File: config.mk
export PLATFORM = sky130hd
export DESIGN_NAME = spmux_serial_pin_mux
export DESIGN_NICKNAME = d
export VERILOG_FILES = /design/src/common/spmux_pkg.sv /design/src/logic/spmux_serial_pin_mux.sv
export SDC_FILE = /design/constraint.sdc
export NUM_CORES = 1
export LEC_CHECK = 0
export BUFFER_PORTS_ARGS = -buffer_cell sky130_fd_sc_hd__buf_2
export CAP_MARGIN = 40
export CORE_MARGIN = 5
export CORE_UTILIZATION = 30
export CTS_BUF_LIST = sky130_fd_sc_hd__clkbuf_8
export DETAILED_ROUTE_END_ITERATION = 10
export PLACE_DENSITY = 0.56
export SYNTH_ARGS = -nofsm -noshare
export SYNTH_HDL_FRONTEND = slang
export SYNTH_SLANG_ARGS = --single-unit
File: constraint.sdc
create_clock -name ref_clk -period 3.3 [get_ports ref_clk]
set_input_delay 0.33 -clock ref_clk [delete_from_list [all_inputs] [get_ports ref_clk]]
set_output_delay 0.33 -clock ref_clk [all_outputs]
set_load 0.03 [all_outputs]
File: src/common/spmux_pkg.sv
// shared constants and carrier types of the serial-control pin multiplexer
package spmux_pkg;
    // pin slots of the multiplexed group
    localparam int PIN_COUNT = 4;
    localparam int PIN_A = 0;
    localparam int PIN_B = 1;
    localparam int PIN_FS = 2;
    localparam int PIN_SCK = 3;

    // register byte offsets on the bus
    localparam int ADDR_WIDTH = 8;
    localparam logic [7:0] OFFS_PORT_DATA = 8'h00;
    localparam logic [7:0] OFFS_PORT_DIRECTION = 8'h04;
    localparam logic [7:0] OFFS_PORT_FUNCTION_SELECT = 8'h08;
    localparam logic [7:0] OFFS_SERIAL_CONFIG = 8'h0C;
    localparam logic [7:0] OFFS_PIN_STATUS = 8'h10;

    // serial configuration fields
    localparam int CFG_WIDTH = 7;
    localparam int CFG_SYNC_MODE = 0;
    localparam int CFG_A_OUT = 1;
    localparam int CFG_A_FLAG = 2;
    localparam int CFG_B_OUT = 3;
    localparam int CFG_B_FLAG = 4;
    localparam int CFG_FS_OUT = 5;
    localparam int CFG_SCK_OUT = 6;

    // pin status fields
    localparam int STAT_LEVEL_LSB = 0;
    localparam int STAT_SERIAL_LSB = 8;

    // reset values: every pin general-purpose input
    localparam logic [3:0] PORT_DATA_RESET = 4'h0;
    localparam logic [3:0] PORT_DIRECTION_RESET = 4'h0;
    localparam logic [3:0] PORT_FUNCTION_RESET = 4'h0;
    localparam logic [6:0] SERIAL_CONFIG_RESET = 7'h00;
    localparam logic [31:0] READ_ZERO = 32'h0000_0000;

    // values offered by the serial port core
    typedef struct packed {
        logic tx1Data;
        logic tx2Data;
        logic flag0Out;
        logic flag1Out;
        logic rxClockOut;
        logic rxFrameSyncOut;
        logic frameSyncOut;
        logic bitClockOut;
    } spmux_core_drive_type;

    // values handed to the serial port core
    typedef struct packed {
        logic syncMode;
        logic rxBitClock;
        logic rxClockRise;
        logic txBitClock;
        logic txClockRise;
        logic rxFrameSync;
        logic txFrameSync;
        logic flag0In;
        logic flag1In;
    } spmux_core_sense_type;
endpackage

File: src/logic/spmux_serial_pin_mux.sv
// pin multiplexer for the control pins of the first synchronous serial port
//
// The address map and register access over APB were chosen for this implementation.
`timescale 1ns/10ps
module spmux_serial_pin_mux #(
    parameter int ADDR_WIDTH = spmux_pkg::ADDR_WIDTH
) (
    input logic ref_clk,
    input logic reset_n,
    input logic psel,
    input logic penable,
    input logic pwrite,
    input logic [ADDR_WIDTH-1:0] paddr,
    input logic [31:0] pwdata,
    input logic [3:0] pstrb,
    output logic [31:0] prdata,
    output logic pready,
    output logic pslverr,
    input logic serialCtrlPinAIn,
    output logic serialCtrlPinAOut,
    output logic serialCtrlPinAOeN,
    input logic serialCtrlPinBIn,
    output logic serialCtrlPinBOut,
    output logic serialCtrlPinBOeN,
    input logic serialCtrlPinFrameSyncIn,
    output logic serialCtrlPinFrameSyncOut,
    output logic serialCtrlPinFrameSyncOeN,
    input logic serialBitClockPinIn,
    output logic serialBitClockPinOut,
    output logic serialBitClockPinOeN,
    input spmux_pkg::spmux_core_drive_type coreDrive,
    output spmux_pkg::spmux_core_sense_type coreSense
);
    localparam int NP = spmux_pkg::PIN_COUNT;

    logic [1:0] resetSync_reg;
    logic rstN;
    logic [NP-1:0] pinRaw;
    logic [NP-1:0] pinLevel;
    logic [NP-1:0] pinPrev;
    logic [NP-1:0] pinRise;
    logic [3:0] portData_reg;
    logic [3:0] portDirection_reg;
    logic [3:0] portFunctionSelect_reg;
    logic [spmux_pkg::CFG_WIDTH-1:0] serialConfig_reg;
    logic [NP-1:0] pinOut_reg;
    logic [NP-1:0] pinOeN_reg;
    logic [NP-1:0] pinOut_next;
    logic [NP-1:0] pinOeN_next;
    logic [31:0] prdata_reg;
    logic pready_reg;
    logic pslverr_reg;
    spmux_pkg::spmux_core_sense_type coreSense_reg;
    spmux_pkg::spmux_core_sense_type coreSense_next;
    logic syncMode;
    logic accessStart;
    logic writeCommit;

    function automatic logic isMapped(input logic [ADDR_WIDTH-1:0] addr);
        isMapped = (addr == spmux_pkg::OFFS_PORT_DATA)
            || (addr == spmux_pkg::OFFS_PORT_DIRECTION)
            || (addr == spmux_pkg::OFFS_PORT_FUNCTION_SELECT)
            || (addr == spmux_pkg::OFFS_SERIAL_CONFIG)
            || (addr == spmux_pkg::OFFS_PIN_STATUS);
    endfunction

    // reset release through two flops
    always_ff @(posedge ref_clk or negedge reset_n) begin
        if (!reset_n) begin
            resetSync_reg <= 2'b00;
        end else begin
            resetSync_reg <= {resetSync_reg[0], 1'b1};
        end
    end
    assign rstN = resetSync_reg[1];

    // pin inputs: two sync stages, a third only for edge finding
    assign pinRaw = {serialBitClockPinIn, serialCtrlPinFrameSyncIn,
                     serialCtrlPinBIn, serialCtrlPinAIn};
    genvar gi;
    generate
        for (gi = 0; gi < NP; gi++) begin : g_pin_sync
            logic [2:0] stage_reg;
            always_ff @(posedge ref_clk or negedge rstN) begin
                if (!rstN) begin
                    stage_reg <= 3'b000;
                end else begin
                    stage_reg <= {stage_reg[1:0], pinRaw[gi]};
                end
            end
            assign pinLevel[gi] = stage_reg[1];
            assign pinPrev[gi] = stage_reg[2];
            assign pinRise[gi] = pinLevel[gi] & ~pinPrev[gi];
        end
    endgenerate

    // bus slave: one wait cycle, answer registered
    assign accessStart = psel & penable & ~pready_reg;
    assign writeCommit = psel & penable & pready_reg & pwrite & pstrb[0];

    always_ff @(posedge ref_clk or negedge rstN) begin
        if (!rstN) begin
            pready_reg <= 1'b0;
            pslverr_reg <= 1'b0;
        end else begin
            pready_reg <= accessStart;
            pslverr_reg <= accessStart & ~isMapped(paddr);
        end
    end

    always_ff @(posedge ref_clk or negedge rstN) begin
        if (!rstN) begin
            prdata_reg <= spmux_pkg::READ_ZERO;
        end else if (accessStart && !pwrite) begin
            prdata_reg <= spmux_pkg::READ_ZERO;
            case (paddr)
                spmux_pkg::OFFS_PORT_DATA: begin
                    prdata_reg[3:0] <= portData_reg;
                end
                spmux_pkg::OFFS_PORT_DIRECTION: begin
                    prdata_reg[3:0] <= portDirection_reg;
                end
                spmux_pkg::OFFS_PORT_FUNCTION_SELECT: begin
                    prdata_reg[3:0] <= portFunctionSelect_reg;
                end
                spmux_pkg::OFFS_SERIAL_CONFIG: begin
                    prdata_reg[spmux_pkg::CFG_WIDTH-1:0] <= serialConfig_reg;
                end
                spmux_pkg::OFFS_PIN_STATUS: begin
                    prdata_reg[spmux_pkg::STAT_LEVEL_LSB +: NP] <= pinLevel;
                    prdata_reg[spmux_pkg::STAT_SERIAL_LSB +: NP] <= portFunctionSelect_reg;
                end
                default: begin
                    prdata_reg <= spmux_pkg::READ_ZERO;
                end
            endcase
        end
    end

    // writes land only on the edge that completes the access
    always_ff @(posedge ref_clk or negedge rstN) begin
        if (!rstN) begin
            portData_reg <= spmux_pkg::PORT_DATA_RESET;
            portDirection_reg <= spmux_pkg::PORT_DIRECTION_RESET;
            portFunctionSelect_reg <= spmux_pkg::PORT_FUNCTION_RESET;
            serialConfig_reg <= spmux_pkg::SERIAL_CONFIG_RESET;
        end else if (writeCommit) begin
            case (paddr)
                spmux_pkg::OFFS_PORT_DATA: begin
                    portData_reg <= pwdata[3:0];
                end
                spmux_pkg::OFFS_PORT_DIRECTION: begin
                    portDirection_reg <= pwdata[3:0];
                end
                spmux_pkg::OFFS_PORT_FUNCTION_SELECT: begin
                    portFunctionSelect_reg <= pwdata[3:0];
                end
                spmux_pkg::OFFS_SERIAL_CONFIG: begin
                    serialConfig_reg <= pwdata[spmux_pkg::CFG_WIDTH-1:0];
                end
                default: begin
                    portData_reg <= portData_reg;
                end
            endcase
        end
    end

    assign syncMode = serialConfig_reg[spmux_pkg::CFG_SYNC_MODE];

    // pin drive selection; enables are active low
    always_comb begin
        pinOut_next = portData_reg;
        pinOeN_next = ~portDirection_reg;
        if (portFunctionSelect_reg[spmux_pkg::PIN_A]) begin
            if (!syncMode) begin
                pinOeN_next[spmux_pkg::PIN_A] = ~serialConfig_reg[spmux_pkg::CFG_A_OUT];
                pinOut_next[spmux_pkg::PIN_A] = coreDrive.rxClockOut;
            end else if (serialConfig_reg[spmux_pkg::CFG_A_FLAG]) begin
                pinOeN_next[spmux_pkg::PIN_A] = ~serialConfig_reg[spmux_pkg::CFG_A_OUT];
                pinOut_next[spmux_pkg::PIN_A] = coreDrive.flag0Out;
            end else begin
                pinOeN_next[spmux_pkg::PIN_A] = 1'b0;
                pinOut_next[spmux_pkg::PIN_A] = coreDrive.tx1Data;
            end
        end
        if (portFunctionSelect_reg[spmux_pkg::PIN_B]) begin
            if (!syncMode) begin
                pinOeN_next[spmux_pkg::PIN_B] = ~serialConfig_reg[spmux_pkg::CFG_B_OUT];
                pinOut_next[spmux_pkg::PIN_B] = coreDrive.rxFrameSyncOut;
            end else if (serialConfig_reg[spmux_pkg::CFG_B_FLAG]) begin
                pinOeN_next[spmux_pkg::PIN_B] = ~serialConfig_reg[spmux_pkg::CFG_B_OUT];
                pinOut_next[spmux_pkg::PIN_B] = coreDrive.flag1Out;
            end else begin
                pinOeN_next[spmux_pkg::PIN_B] = 1'b0;
                pinOut_next[spmux_pkg::PIN_B] = coreDrive.tx2Data;
            end
        end
        if (portFunctionSelect_reg[spmux_pkg::PIN_FS]) begin
            pinOeN_next[spmux_pkg::PIN_FS] = ~serialConfig_reg[spmux_pkg::CFG_FS_OUT];
            pinOut_next[spmux_pkg::PIN_FS] = coreDrive.frameSyncOut;
        end
        if (portFunctionSelect_reg[spmux_pkg::PIN_SCK]) begin
            pinOeN_next[spmux_pkg::PIN_SCK] = ~serialConfig_reg[spmux_pkg::CFG_SCK_OUT];
            pinOut_next[spmux_pkg::PIN_SCK] = coreDrive.bitClockOut;
        end
    end

    always_ff @(posedge ref_clk or negedge rstN) begin
        if (!rstN) begin
            pinOut_reg <= {NP{1'b0}};
            pinOeN_reg <= {NP{1'b1}};
        end else begin
            pinOut_reg <= pinOut_next;
            pinOeN_reg <= pinOeN_next;
        end
    end

    // serial-side view of the pins; a GPIO pin is cut off from the core
    always_comb begin
        coreSense_next = '0;
        coreSense_next.syncMode = syncMode;
        if (portFunctionSelect_reg[spmux_pkg::PIN_SCK]) begin
            coreSense_next.txBitClock = pinLevel[spmux_pkg::PIN_SCK];
            coreSense_next.txClockRise = pinRise[spmux_pkg::PIN_SCK];
            if (syncMode) begin
                coreSense_next.rxBitClock = pinLevel[spmux_pkg::PIN_SCK];
                coreSense_next.rxClockRise = pinRise[spmux_pkg::PIN_SCK];
            end
        end
        if (!syncMode && portFunctionSelect_reg[spmux_pkg::PIN_A]) begin
            coreSense_next.rxBitClock = pinLevel[spmux_pkg::PIN_A];
            coreSense_next.rxClockRise = pinRise[spmux_pkg::PIN_A];
        end
        if (syncMode && portFunctionSelect_reg[spmux_pkg::PIN_A]
                && serialConfig_reg[spmux_pkg::CFG_A_FLAG]) begin
            coreSense_next.flag0In = pinLevel[spmux_pkg::PIN_A];
        end
        if (syncMode && portFunctionSelect_reg[spmux_pkg::PIN_B]
                && serialConfig_reg[spmux_pkg::CFG_B_FLAG]) begin
            coreSense_next.flag1In = pinLevel[spmux_pkg::PIN_B];
        end
        if (portFunctionSelect_reg[spmux_pkg::PIN_FS]) begin
            // an output frame sync loops back from the core, not the slow pin path
            coreSense_next.txFrameSync = serialConfig_reg[spmux_pkg::CFG_FS_OUT]
                ? coreDrive.frameSyncOut : pinLevel[spmux_pkg::PIN_FS];
            if (syncMode) begin
                coreSense_next.rxFrameSync = coreSense_next.txFrameSync;
            end
        end
        if (!syncMode && portFunctionSelect_reg[spmux_pkg::PIN_B]) begin
            coreSense_next.rxFrameSync = serialConfig_reg[spmux_pkg::CFG_B_OUT]
                ? coreDrive.rxFrameSyncOut : pinLevel[spmux_pkg::PIN_B];
        end
    end

    // holds on the far side: six cycles per clock half keep edges visible
    always_ff @(posedge ref_clk or negedge rstN) begin
        if (!rstN) begin
            coreSense_reg <= '0;
        end else begin
            coreSense_reg <= coreSense_next;
        end
    end

    assign prdata = prdata_reg;
    assign pready = pready_reg;
    assign pslverr = pslverr_reg;
    assign serialCtrlPinAOut = pinOut_reg[spmux_pkg::PIN_A];
    assign serialCtrlPinAOeN = pinOeN_reg[spmux_pkg::PIN_A];
    assign serialCtrlPinBOut = pinOut_reg[spmux_pkg::PIN_B];
    assign serialCtrlPinBOeN = pinOeN_reg[spmux_pkg::PIN_B];
    assign serialCtrlPinFrameSyncOut = pinOut_reg[spmux_pkg::PIN_FS];
    assign serialCtrlPinFrameSyncOeN = pinOeN_reg[spmux_pkg::PIN_FS];
    assign serialBitClockPinOut = pinOut_reg[spmux_pkg::PIN_SCK];
    assign serialBitClockPinOeN = pinOeN_reg[spmux_pkg::PIN_SCK];
    assign coreSense = coreSense_reg;
endmodule

# Word-level counts from Yosys, hierarchy flattened
# Index checks and enable logic that the tools add are counted.
dict set report totals {
  input_bits 61
  register_bits 61
  elab_cells 91
}
dict set report op_classes {
  bitwise 17
  n_eq_ne 4
  reduce_logical 18
  muxes 29
}
# op n
set op_table {}
lappend op_table {{2-to-1 mux 1 bit} 22}
lappend op_table {{one-hot mux 4 bit (5 select lines)} 1}
lappend op_table {{== test 8 x 4 -> 1 bit, second input constant} 2}
lappend op_table {{AND 1 bit} 8}
lappend op_table {{== test 8 x 3 -> 1 bit, second input constant} 1}
lappend op_table {{== test 8 x 5 -> 1 bit, second input constant} 1}
lappend op_table {{zero test 8 bit} 1}
lappend op_table {{2-to-1 mux 4 bit} 2}
lappend op_table {{inverter 1 bit} 8}
lappend op_table {{AND reduction 2 bit} 4}
lappend op_table {{logical AND 1 bit} 7}
lappend op_table {{2-to-1 mux 2 bit} 3}
lappend op_table {{logical OR 1 bit} 4}
lappend op_table {{inverter 4 bit} 1}
lappend op_table {{2-to-1 mux 3 bit} 1}
lappend op_table {{zero test 1 bit} 2}

# Logic depth before layout (Yosys ltp)
# Gate-level depths: netlist (run 1).
dict set report logic_depth {
  depth_word 7
  depth_mapped 6
  mapped_depth_nobuf 4
}

# Least setup slack after synthesis (run 1)
# No wires, ideal clock.
dict set report synth_path {
  path_type {in2reg}
  start {in paddr[4]}
  end {reg serialConfig_reg[0] (netlist bit)}
  arrival_ns 2.017
  cell_stages 5
  setup_slack_ns 1.158
  path_buffers 1
  path_cell_list {or4_1 > or4_4 > or2_1 > buf_6 > mux2_4}
}
dict set report synth_between {
  elab_chain_cells 2
}
# item line_no
set synth_rtl {}
lappend synth_rtl {{from (decl)} spmux_serial_pin_mux.sv:13} ;# input logic [ADDR_WIDTH-1:0] paddr,
lappend synth_rtl {{== test 8 x 4 -> 1 bit} spmux_serial_pin_mux.sv:148} ;# case (paddr)
lappend synth_rtl {{AND reduction 2 bit (no source line)} --}
lappend synth_rtl {{to (signal assigned)} spmux_serial_pin_mux.sv:146} ;# serialConfig_reg <= spmux_pkg::SERIAL_CONFIG_RESET;
lappend synth_rtl {{to (signal assigned)} spmux_serial_pin_mux.sv:159} ;# serialConfig_reg <= pwdata[spmux_pkg::CFG_WIDTH-1:0];
lappend synth_rtl {{to (decl)} spmux_serial_pin_mux.sv:45} ;# logic [spmux_pkg::CFG_WIDTH-1:0] serialConfig_reg;
# No other way between the ends.
# A chain may end at the register's enable or synchronous reset.

# Worst setup path after layout (run 1)
dict set report layout_path {
  start {in paddr[4]}
  end {reg serialConfig_reg[6] (netlist bit)}
}
# Same word-level chain as after synthesis.

==> results of run 1 <==
-- critical path, delay by kind of cell --
| family | cells | cell delay, ps |
|---|---|---|
| mux | 1 | 370 |
| simple gates | 3 | 1530 |
| buf+inv | 1 | 190 |
-- cells by family after synthesis --
group / Yosys count / share of synthesized area, %
buffers and inverters: 31 / 7.80
muxes: 37 / 16.7
AOI/OAI and AO/OA: 26 / 7.32
other: 2 / 0.287
DFF: 61 / 58.5
and+or+nand+nor: 42 / 9.37
-- what timing repair did --
action | in CTS | in global routing
endpoints found under the hold margin | 2 | 0
hold buffers | 1 | 0
gates resized for setup | 0 | 0
-- cells in the mapped netlist --
master | number | area share, %
nand3_1 | 1 | 0.19
or4_1 | 3 | 0.86
or4_4 | 1 | 0.43
and4_1 | 1 | 0.33
or3_4 | 1 | 0.43
nand2_1 | 15 | 2.2
nor2_1 | 5 | 0.72
or3_1 | 2 | 0.48
a32o_1 | 4 | 1.5
nor3b_2 | 1 | 0.48
nor4b_4 | 1 | 0.91
conb_1 | 2 | 0.29
buf_6 | 1 | 0.43
a21oi_1 | 4 | 0.77
a221o_1 | 4 | 1.5
and2_1 | 1 | 0.24
mux2_4 | 7 | 4.0
or2_1 | 1 | 0.24
inv_1 | 2 | 0.29
o21a_1 | 1 | 0.29
buf_2 | 1 | 0.19
o21ai_0 | 6 | 1.1
nor3_1 | 5 | 0.96
o31a_1 | 1 | 0.33
mux2i_1 | 5 | 1.9
o31ai_1 | 2 | 0.57
buf_4 | 21 | 6.0
a22oi_1 | 4 | 1.1
dfrtp_1 | 57 | 55
dfstp_2 | 4 | 4.0
clkbuf_1 | 6 | 0.86
or2_2 | 1 | 0.24
mux2_2 | 25 | 11
nor2b_1 | 3 | 0.72
-- cell type report --
cell class	instances	share of cell area, %
Tap cell	108	4.27
Clock buffer	11	4.79
Multi-Input combinational cell	127	30.2
Sequential cell	61	48.5
Inverter	2	0.237
Timing Repair Buffer	64	10.4
Clock inverter	5	1.62
-- cells in the final DEF, fill, tap and decap left out --
master	count
and4_1	1
o21ai_0	6
or3_1	2
dfrtp_1	56
and2_1	1
mux2i_1	5
o31a_1	1
clkinvlp_4	1
or3_4	1
mux2_2	25
bufinv_16	1
or2_1	1
or4_4	1
or2_2	1
a21oi_1	4
or4_1	3
dfrtp_2	1
nand2_1	15
inv_1	3
dlygate4sd3_1	1
clkinv_2	2
buf_2	62
conb_1	22
a221o_1	4
nor3_1	5
o31ai_1	2
clkbuf_8	11
nor4b_4	1
nor2b_1	3
o21a_1	1
buf_4	1
a32o_1	4
nor3b_2	1
mux2_4	7
a22oi_1	4
nand3_1	1
dfstp_2	4
nor2_1	5
-- path summary, 6_finish.rpt --
check / end / depth (start not counted)
max in group asynchronous: pinOeN_reg[1]$_DFF_PN1_ / 1
worst min-delay path: g_pin_sync[3].stage_reg[0]$_DFF_PN0_ / 1
min in group asynchronous: resetSync_reg[1]$_DFF_PN0_ / 2
worst min register to register: pinOut_reg[3]$_DFF_PN0_ / 0
worst max register to register: prdata[3]$_DFFE_PN0P_ / 3
worst max-delay path: serialConfig_reg[6]$_DFFE_PN0P_ / 5
-- through the flow --
step / utilization, % / worst slack (ps) / hold slack (ps) / cells / power (mW)
after floorplan: - / 1160 / 34.4 / 219 / 0.860
after detailed placement: 34.3 / 722 / 118 / 361 / 0.876
final: 36.8 / 1080 / 94.3 / 378 / 1.53
after CTS: 36.8 / 1080 / 83.1 / 378 / 1.55
after global placement: 34.3 / 728 / 116 / 361 / 0.875
after global routing: 36.8 / 1010 / 78.5 / 378 / 1.59
-- report_power, final --
| group | total (mW) | internal [mW] | switching [mW] |
|---|---|---|---|
| clock | 0.668 | 0.384 | 0.283 |
| sequential | 0.769 | 0.758 | 0.0114 |
| combinational | 0.0931 | 0.0258 | 0.0673 |
-- per-layer routing --
layer,share of wire (%),vias up
li1,-,799
met1,46,810
met2,45,55
met3,7.6,8
met4,1.7,0
met5,0,-
==> impl_metrics.py, run 1 <==
metrics = {
    "sta": {
        "period_needed_ps": 2220,
        "hold_violations": 0,
        "fin_setup_tns_ps": 0,
        "finalSetupViolations": 0,
        "max_slew.worst_pin.slew_ps": 663,
        "slew_headroom_pct": 55.8,
        "rsz0062_at_grt": "false",
        "period_share_pct": 67.1,
        "max_freq_mhz": 451,
        "skew_ps": 5.16,
        "maxSlewViolCount": 0,
    },
    "critical_path": {
        "cp_max_fo": 11,
        "cpMaxStageDelayCell": "or4_1",
        "critPathLaunch": "paddr[4]",
        "ff2ff_setup_slack_ps": 1290,
        "crit_arrival_ps": 2430,
        "required_ps": 3520,
        "worstSetupPathType": "in -> reg",
        "start_kind": "input port",
        "worstPathCellList": "buf_2 -> or4_1 -> or4_4 -> or2_1 -> mux2_4",
        "worstReg2RegStart": "pready$_DFF_PN0_",
        "cpPeakStageDelay_ps": 560,
        "end_kind": "flop",
    },
    "detailed_routing": {
        "route.detailed.drc": 0,
        "drt_iter0_drc": 79,
        "vias": 1672,
        "wl_per_cell_um": 15.5,
        "ant_nets": 0,
        "drtPass1Iterations": 4,
        "finalWirelength_mm": 5.88,
        "routed_via_density": 4.42,
    },
    "logic_synthesis": {
        "ys_ff_latch": 61,
        "yosysUniqueCellTypes": 34,
        "synth-warning-count": 0,
        "syn_area_um2": 2620,
        "syn_area_per_cell_um2": 13.1,
        "synth-seq-area-share_pct": 58.5,
        "synth_cells": 199,
    },
    "cts": {
        "cts_made_buffers": 9,
        "clock_latency_ps": 340,
        "clock-sinks": 61,
        "cts_root_buf": "clkbuf_8",
        "clk_pin_slew_ps": 70,
        "post_cts_buffers": 0,
        "htree_levels": 3,
        "clockBufferDepth": 2,
        "cts_tree": "done",
    },
    "global_route": {
        "grt_antenna_before_repair": 0,
        "grt.overflow.total": 0,
        "grt_start_max_net_pins": 32,
        "use_met2_pct": 16.8,
        "grt_pass1_wl_mm": 9.18,
        "met1_usage_pct": 15.7,
        "grt_pass1_vias": 1737,
        "grt.total_usage_pct": 11.5,
        "use_met3_pct": 2.82,
        "grt_busiest_layer": "met2",
    },
    "placed_design": {
        "hpwl_mm": 4.32,
        "port-buffer-count": 62,
        "placed_cell_area_um2": 2950,
        "globalplace.congestion": 0.807,
    },
    "floorplan": {
        "pin_count": 112,
        "initial_utilization_pct": 30.4,
        "core_area_um2": 8590,
        "die_y_um": 103,
        "num_rows": 34,
        "dieArea_um2": 10700,
        "die_w_um": 103,
    },
    "power_and_ir_drop": {
        "p_per_area_nw_per_um2": 484,
        "vdd_drop_max_mv": 0.158,
        "p_leak_nw": 1.58,
    },
    "cells_and_area": {
        "largest_reg_flops": 11,
        "multiInputGateArea_um2": 956,
        "num-fill-cells": 899,
        "area_delta_synth_final_pct": 20.9,
        "design_area_um2": 3160,
        "antennaDiodeCount": 0,
        "nets": 326,
        "regArea_um2": 1530,
        "drive_above_1_share_pct": 44.4,
    },
    "min_path": {
        "min_path_type": "in -> reg",
        "worstHoldStart": "serialBitClockPinIn",
    },
    "outcome": {
        "status": "finished clean",
    },
    "flow_run": {
        "max-cap-violations": 0,
    },
}
Power figures use the tool's default switching activity.
==> inputs of run 2 (changes only) <==
==> constraint.sdc (replaced) <==
create_clock -name ref_clk -period 2.05 [get_ports ref_clk]
set_input_delay 0.205 -clock ref_clk [delete_from_list [all_inputs] [get_ports ref_clk]]
set_output_delay 0.205 -clock ref_clk [all_outputs]
set_load 0.03 [all_outputs]
==> run 2 against run 1 <==
Against the previous run:
- global-route usage increased by 0.32 points
- highest routed layer unchanged
- first-iteration DRC count decreased by 33%
- register-to-register slack got worse by 910 ps
- sequential power increased by 61%
- critical path depth increased by 1
- clock skew increased by 1.9 ps
- core utilization increased by 2.0 points
- clock power increased by 68%
- die area unchanged
- worst hold slack improved by 9.6 ps
==> impl_metrics.py, run 2 (synthesis results as in run 1) <==
metrics = {
    "cts": {
        "post_cts_buffers": 0,
        "cts_root_buf": "clkbuf_8",
        "cts-resized-gates": 0,
        "hold_buffers": 5,
        "clock-sinks": 61,
        "cts_made_buffers": 9,
        "clk_pin_slew_ps": 70,
        "cts_tree": "done",
        "htree_levels": 3,
        "clock_latency_ps": 330,
        "clockBufferDepth": 2,
    },
    "sta": {
        "finalSetupViolations": 0,
        "skew_ps": 7.03,
        "hold_slack_ps": 104,
        "period_needed_ps": 1860,
        "period_share_pct": 90.6,
        "hold_violations": 0,
        "max_freq_mhz": 538,
        "rsz0062_at_grt": "false",
        "final.setup.worst_slack_ps": 193,
        "slew_headroom_pct": 60.1,
        "max_slew.worst_pin.slew_ps": 599,
        "fin_setup_tns_ps": 0,
        "maxSlewViolCount": 0,
    },
    "critical_path": {
        "required_ps": 2260,
        "cpPeakStageDelay_ps": 530,
        "cp_max_fo": 5,
        "end_kind": "flop",
        "worstSetupPathType": "in -> reg",
        "start_kind": "input port",
        "crit_arrival_ps": 2070,
        "cpMaxStageDelayCell": "or4_1",
        "worstPathCellList": "buf_2 -> or4_1 -> or4_4 -> or2_1 -> buf_4 -> mux2_4",
    },
    "detailed_routing": {
        "drt_iter0_drc": 53,
        "ant_nets": 0,
        "routed_via_density": 4.41,
        "finalWirelength_mm": 5.87,
        "vias": 1751,
        "route.detailed.drc": 0,
        "drtPass1Iterations": 4,
        "wl_per_cell_um": 14.8,
    },
    "placed_design": {
        "port-buffer-count": 62,
        "pre_cts_ws_ps": -154,
        "placed_cells_incl_taps": 376,
        "placed_cell_area_um2": 3070,
        "hpwl_mm": 4.37,
        "globalplace.congestion": 0.775,
    },
    "floorplan": {
        "dieArea_um2": 10700,
        "core_area_um2": 8590,
        "initial_utilization_pct": 30.4,
        "die_w_um": 103,
        "num_rows": 34,
        "die_y_um": 103,
        "pin_count": 112,
    },
    "cells_and_area": {
        "finalNonFillerCells": 397,
        "final_common_cell": "buf_2",
        "design_area_um2": 3330,
        "antennaDiodeCount": 0,
        "nets": 345,
        "area_delta_synth_final_pct": 27.3,
        "largest_reg_flops": 11,
        "fin_util_pct": 38.8,
        "final_cell_mix": "62 x buf_2, 56 x dfrtp_1, 25 x mux2_2, 22 x conb_1",
        "drive_above_1_share_pct": 46.4,
        "num-fill-cells": 855,
    },
    "global_route": {
        "grt_pass1_vias": 1791,
        "grt_start_max_net_pins": 25,
        "grt.total_usage_pct": 11.8,
        "grt_pass1_wl_mm": 9.38,
        "grt_antenna_before_repair": 0,
        "grt.overflow.total": 0,
    },
    "power_and_ir_drop": {
        "p_per_area_nw_per_um2": 758,
        "p_leak_nw": 1.68,
        "total_power_mw": 2.52,
        "vdd_drop_max_mv": 0.241,
    },
    "outcome": {
        "status": "finished clean",
    },
    "flow_run": {
        "max-cap-violations": 0,
    },
    "min_path": {
        "min_path_type": "in -> reg",
    },
}
## run 2: cell type report
cell class	instances	area [µm²]	area share (%)
clock buffers	9	124	3.72
clock inverters	7	82.6	2.48
inverters	2	7.51	0.225
multi-input cells	127	956	28.7
flip-flops and latches	61	1530	46.0
well taps	108	135	4.06
repair buffers	83	493	14.8
## run 2: layer usage
layer / GRT usage [%] / vias to the layer above / share of wire (%)
li1: - / 839 / -
met1: 15.8 / 850 / 44
met2: 17.8 / 51 / 47
met3: 2.88 / 11 / 6.9
met4: 5.98 / 0 / 2.2
met5: 0 / - / 0
## run 2: worst max-delay path: cells and delay by family
family	cells	cell delay, ps
buffers and inverters	2	290
muxes	1	300
and+or+nand+nor	3	1290
## run 2: where the power goes
| group | internal (mW) | total, mW | switching (mW) |
|---|---|---|---|
| Sequential | 1.22 | 1.24 | 0.0153 |
| Combinational | 0.0566 | 0.171 | 0.114 |
| Clock | 0.669 | 1.12 | 0.450 |
## run 2: final timing paths
check	cells past startpoint	start	slack [ps]	endpoint
max in group asynchronous	1	resetSync_reg[1]$_DFF_PN0_	1170	pinOeN_reg[2]$_DFF_PN1_
hold reg to reg	0	resetSync_reg[1]$_DFF_PN0_	230	coreSense[5]$_DFF_PN0_
setup / recovery	6	paddr[4]	190	serialConfig_reg[3]$_DFFE_PN0P_
setup reg to reg	4	pready$_DFF_PN0_	380	prdata[8]$_DFFE_PN0P_
hold / removal	2	pwdata[6]	100	serialConfig_reg[6]$_DFFE_PN0P_
min in group asynchronous	2	reset_n	180	resetSync_reg[1]$_DFF_PN0_
==> inputs of run 3 (changes only) <==
--- a/config.mk
+++ b/config.mk
@@ -7,7 +7,7 @@
 export LEC_CHECK = 0
 export BUFFER_PORTS_ARGS = -buffer_cell sky130_fd_sc_hd__buf_2
 export CAP_MARGIN = 40
-export CORE_MARGIN = 5
+export CORE_MARGIN = 8
 export CORE_UTILIZATION = 30
 export CTS_BUF_LIST = sky130_fd_sc_hd__clkbuf_8
 export DETAILED_ROUTE_END_ITERATION = 10
==> run 3 against run 2 <==
Against the previous run:
- fmax fell by 0.22%
- flip-flop and latch count did not move
- count of clock-buffer cells in the layout grew 2
- clock power fell by 17%
- wire length rose by 6.9%
- non-clock buffer count stayed put
- register-to-register slack got worse by 20 ps
- die area grew 12%
- total power is 7.3% lower
- core utilization shrank 0.39 points
- clock skew shrank 2.0 ps
- via count is 0.97% lower
- largest cell class unchanged
- largest power group unchanged
==> impl_metrics.py, run 3 (synthesis results as in run 1) <==
metrics = {
    "min_path": {
        "hold_depth": 2,
        "worstHoldStart": "coreDrive[0]",
        "min_path_type": "in -> reg",
        "worstHoldEndpoint": "pinOut_reg[3]$_DFF_PN0_",
    },
    "critical_path": {
        "start_kind": "input port",
        "reg2regPathDepth": 5,
        "ff2ff_setup_slack_ps": 360,
        "crit_arrival_ps": 2080,
        "worstPathCellList": "buf_2 -> or4_1 -> or4_4 -> or2_1 -> buf_4 -> mux2_4",
        "worstReg2RegStart": "pready$_DFF_PN0_",
        "end_kind": "flop",
        "worstSetupPathType": "in -> reg",
        "cpPeakStageDelay_ps": 530,
        "cpMaxStageDelayCell": "or4_1",
        "required_ps": 2270,
        "path_delay_family": "simple AND/OR/NAND/NOR gates",
        "rr_endpoint": "portFunctionSelect_reg[2]$_DFFE_PN0P_",
        "cp_max_fo": 5,
        "crit_buf_inv": 2,
    },
    "cells_and_area": {
        "area_delta_synth_final_pct": 26.0,
        "num-fill-cells": 907,
        "nets": 345,
        "antennaDiodeCount": 0,
        "design_area_um2": 3300,
        "largest_reg_flops": 11,
        "drive_above_1_share_pct": 46.0,
        "final_common_cell": "buf_2",
        "final_cell_mix": "62 x buf_2, 56 x dfrtp_1, 25 x mux2_2, 22 x conb_1",
        "finalNonFillerCells": 397,
        "fin_util_pct": 38.4,
    },
    "cts": {
        "cts_made_buffers": 9,
        "post_cts_buffers": 0,
        "cts_root_buf": "clkbuf_8",
        "cts-resized-gates": 0,
        "clockBufferDepth": 2,
        "clk_pin_slew_ps": 70,
        "htree_levels": 3,
        "clock-sinks": 61,
        "clock_latency_ps": 340,
        "cts_tree": "done",
        "hold_buffers": 5,
    },
    "placed_design": {
        "hpwl_mm": 4.74,
        "placed_cells_incl_taps": 376,
        "port-buffer-count": 62,
        "globalplace.congestion": 0.779,
        "placed_cell_area_um2": 3070,
    },
    "detailed_routing": {
        "routed_via_density": 4.37,
        "vias": 1734,
        "wl_per_cell_um": 15.8,
        "ant_nets": 0,
        "drt_iter0_drc": 84,
        "finalWirelength_mm": 6.27,
        "route.detailed.drc": 0,
        "drtPass1Iterations": 4,
    },
    "sta": {
        "maxSlewViolCount": 0,
        "period_needed_ps": 1860,
        "period_share_pct": 90.8,
        "finalSetupViolations": 0,
        "rsz0062_at_grt": "false",
        "max_slew.worst_pin.slew_ps": 627,
        "skew_ps": 5.01,
        "hold_slack_ps": 99.7,
        "max_freq_mhz": 537,
        "hold_violations": 0,
        "slew_headroom_pct": 58.2,
    },
    "power_and_ir_drop": {
        "p_leak_nw": 1.67,
        "p_per_area_nw_per_um2": 710,
        "vdd_drop_max_mv": 0.237,
    },
    "global_route": {
        "grt_pass1_vias": 1921,
        "grt_antenna_before_repair": 0,
        "grt.overflow.total": 0,
        "grt.total_usage_pct": 11.0,
        "grt_pass1_wl_mm": 10.0,
        "grt_start_max_net_pins": 39,
    },
    "floorplan": {
        "die_w_um": 109,
        "dieArea_um2": 12000,
        "die_y_um": 109,
        "core_area_um2": 8590,
        "initial_utilization_pct": 30.4,
        "num_rows": 34,
        "pin_count": 112,
    },
    "flow_run": {
        "max-cap-violations": 0,
    },
    "outcome": {
        "status": "finished clean",
    },
}
[run 3: changes by cell type in the layout (fill, tap and decap cells not counted)]
| cell | change |
|---|---|
| clkinv_2 | -1 |
| bufinv_16 | -2 |
| clkbuf_8 | +2 |
| inv_1 | +1 |
[run 3: area by class of cell]
| cell class | instances | area (µm²) | share of cell area, % |
|---|---|---|---|
| Clock buffer | 11 | 151 | 4.59 |
| Clock inverter | 5 | 21.3 | 0.645 |
| Inverter | 2 | 7.51 | 0.228 |
| Multi-Input combinational cell | 127 | 956 | 29.0 |
| Sequential cell | 61 | 1530 | 46.5 |
| Tap cell | 108 | 135 | 4.10 |
| Timing Repair Buffer | 83 | 493 | 15.0 |
[run 3: power by group]
group | total (mW) | leakage, nW | internal, mW | switching [mW]
Sequential | 1.24 | 0.808 | 1.22 | 0.0160
Clock | 0.934 | 0.103 | 0.487 | 0.447
Combinational | 0.171 | 0.758 | 0.0554 | 0.115
[run 3: how the worst max path moves through the flow]
stage	endpoint	startpoint	slack [ps]	depth (start not counted)
after floorplan	serialConfig_reg[0]$_DFFE_PN0P_	paddr[4]	30	5
after global placement	portFunctionSelect_reg[1]$_DFFE_PN0P_	paddr[4]	-150	6
after detailed placement	serialConfig_reg[1]$_DFFE_PN0P_	paddr[4]	-160	6
after CTS	portFunctionSelect_reg[1]$_DFFE_PN0P_	paddr[4]	200	6
after global routing	portFunctionSelect_reg[0]$_DFFE_PN0P_	paddr[4]	120	6
final	serialConfig_reg[3]$_DFFE_PN0P_	paddr[4]	190	6
[run 3: per-stage QoR]
stage	TNS (ps)	total power, mW	worst slack [ps]
6_report	0	2.34	189
3_3_place_gp	-2020	1.42	-146
4_1_cts	0	2.37	199
5_1_grt	0	2.45	117
3_5_place_dp	-2370	1.42	-156
2_1_floorplan	0	1.38	32.7
[run 3: routing by layer]
layer,GRT usage [%],vias to the layer above,part of all wire (%)
li1,-,835,-
met1,14.0,840,45
met2,16.7,48,47
met3,2.99,11,6.3
met4,6.08,0,2.2
met5,0,-,0
[run 3: worst register-to-register path, delay by kind of cell (launching register included)]
family,cells,cell delay [ps]
and+or+nand+nor,3,690
muxes,1,320
DFF,1,400
buffers and inverters,1,170
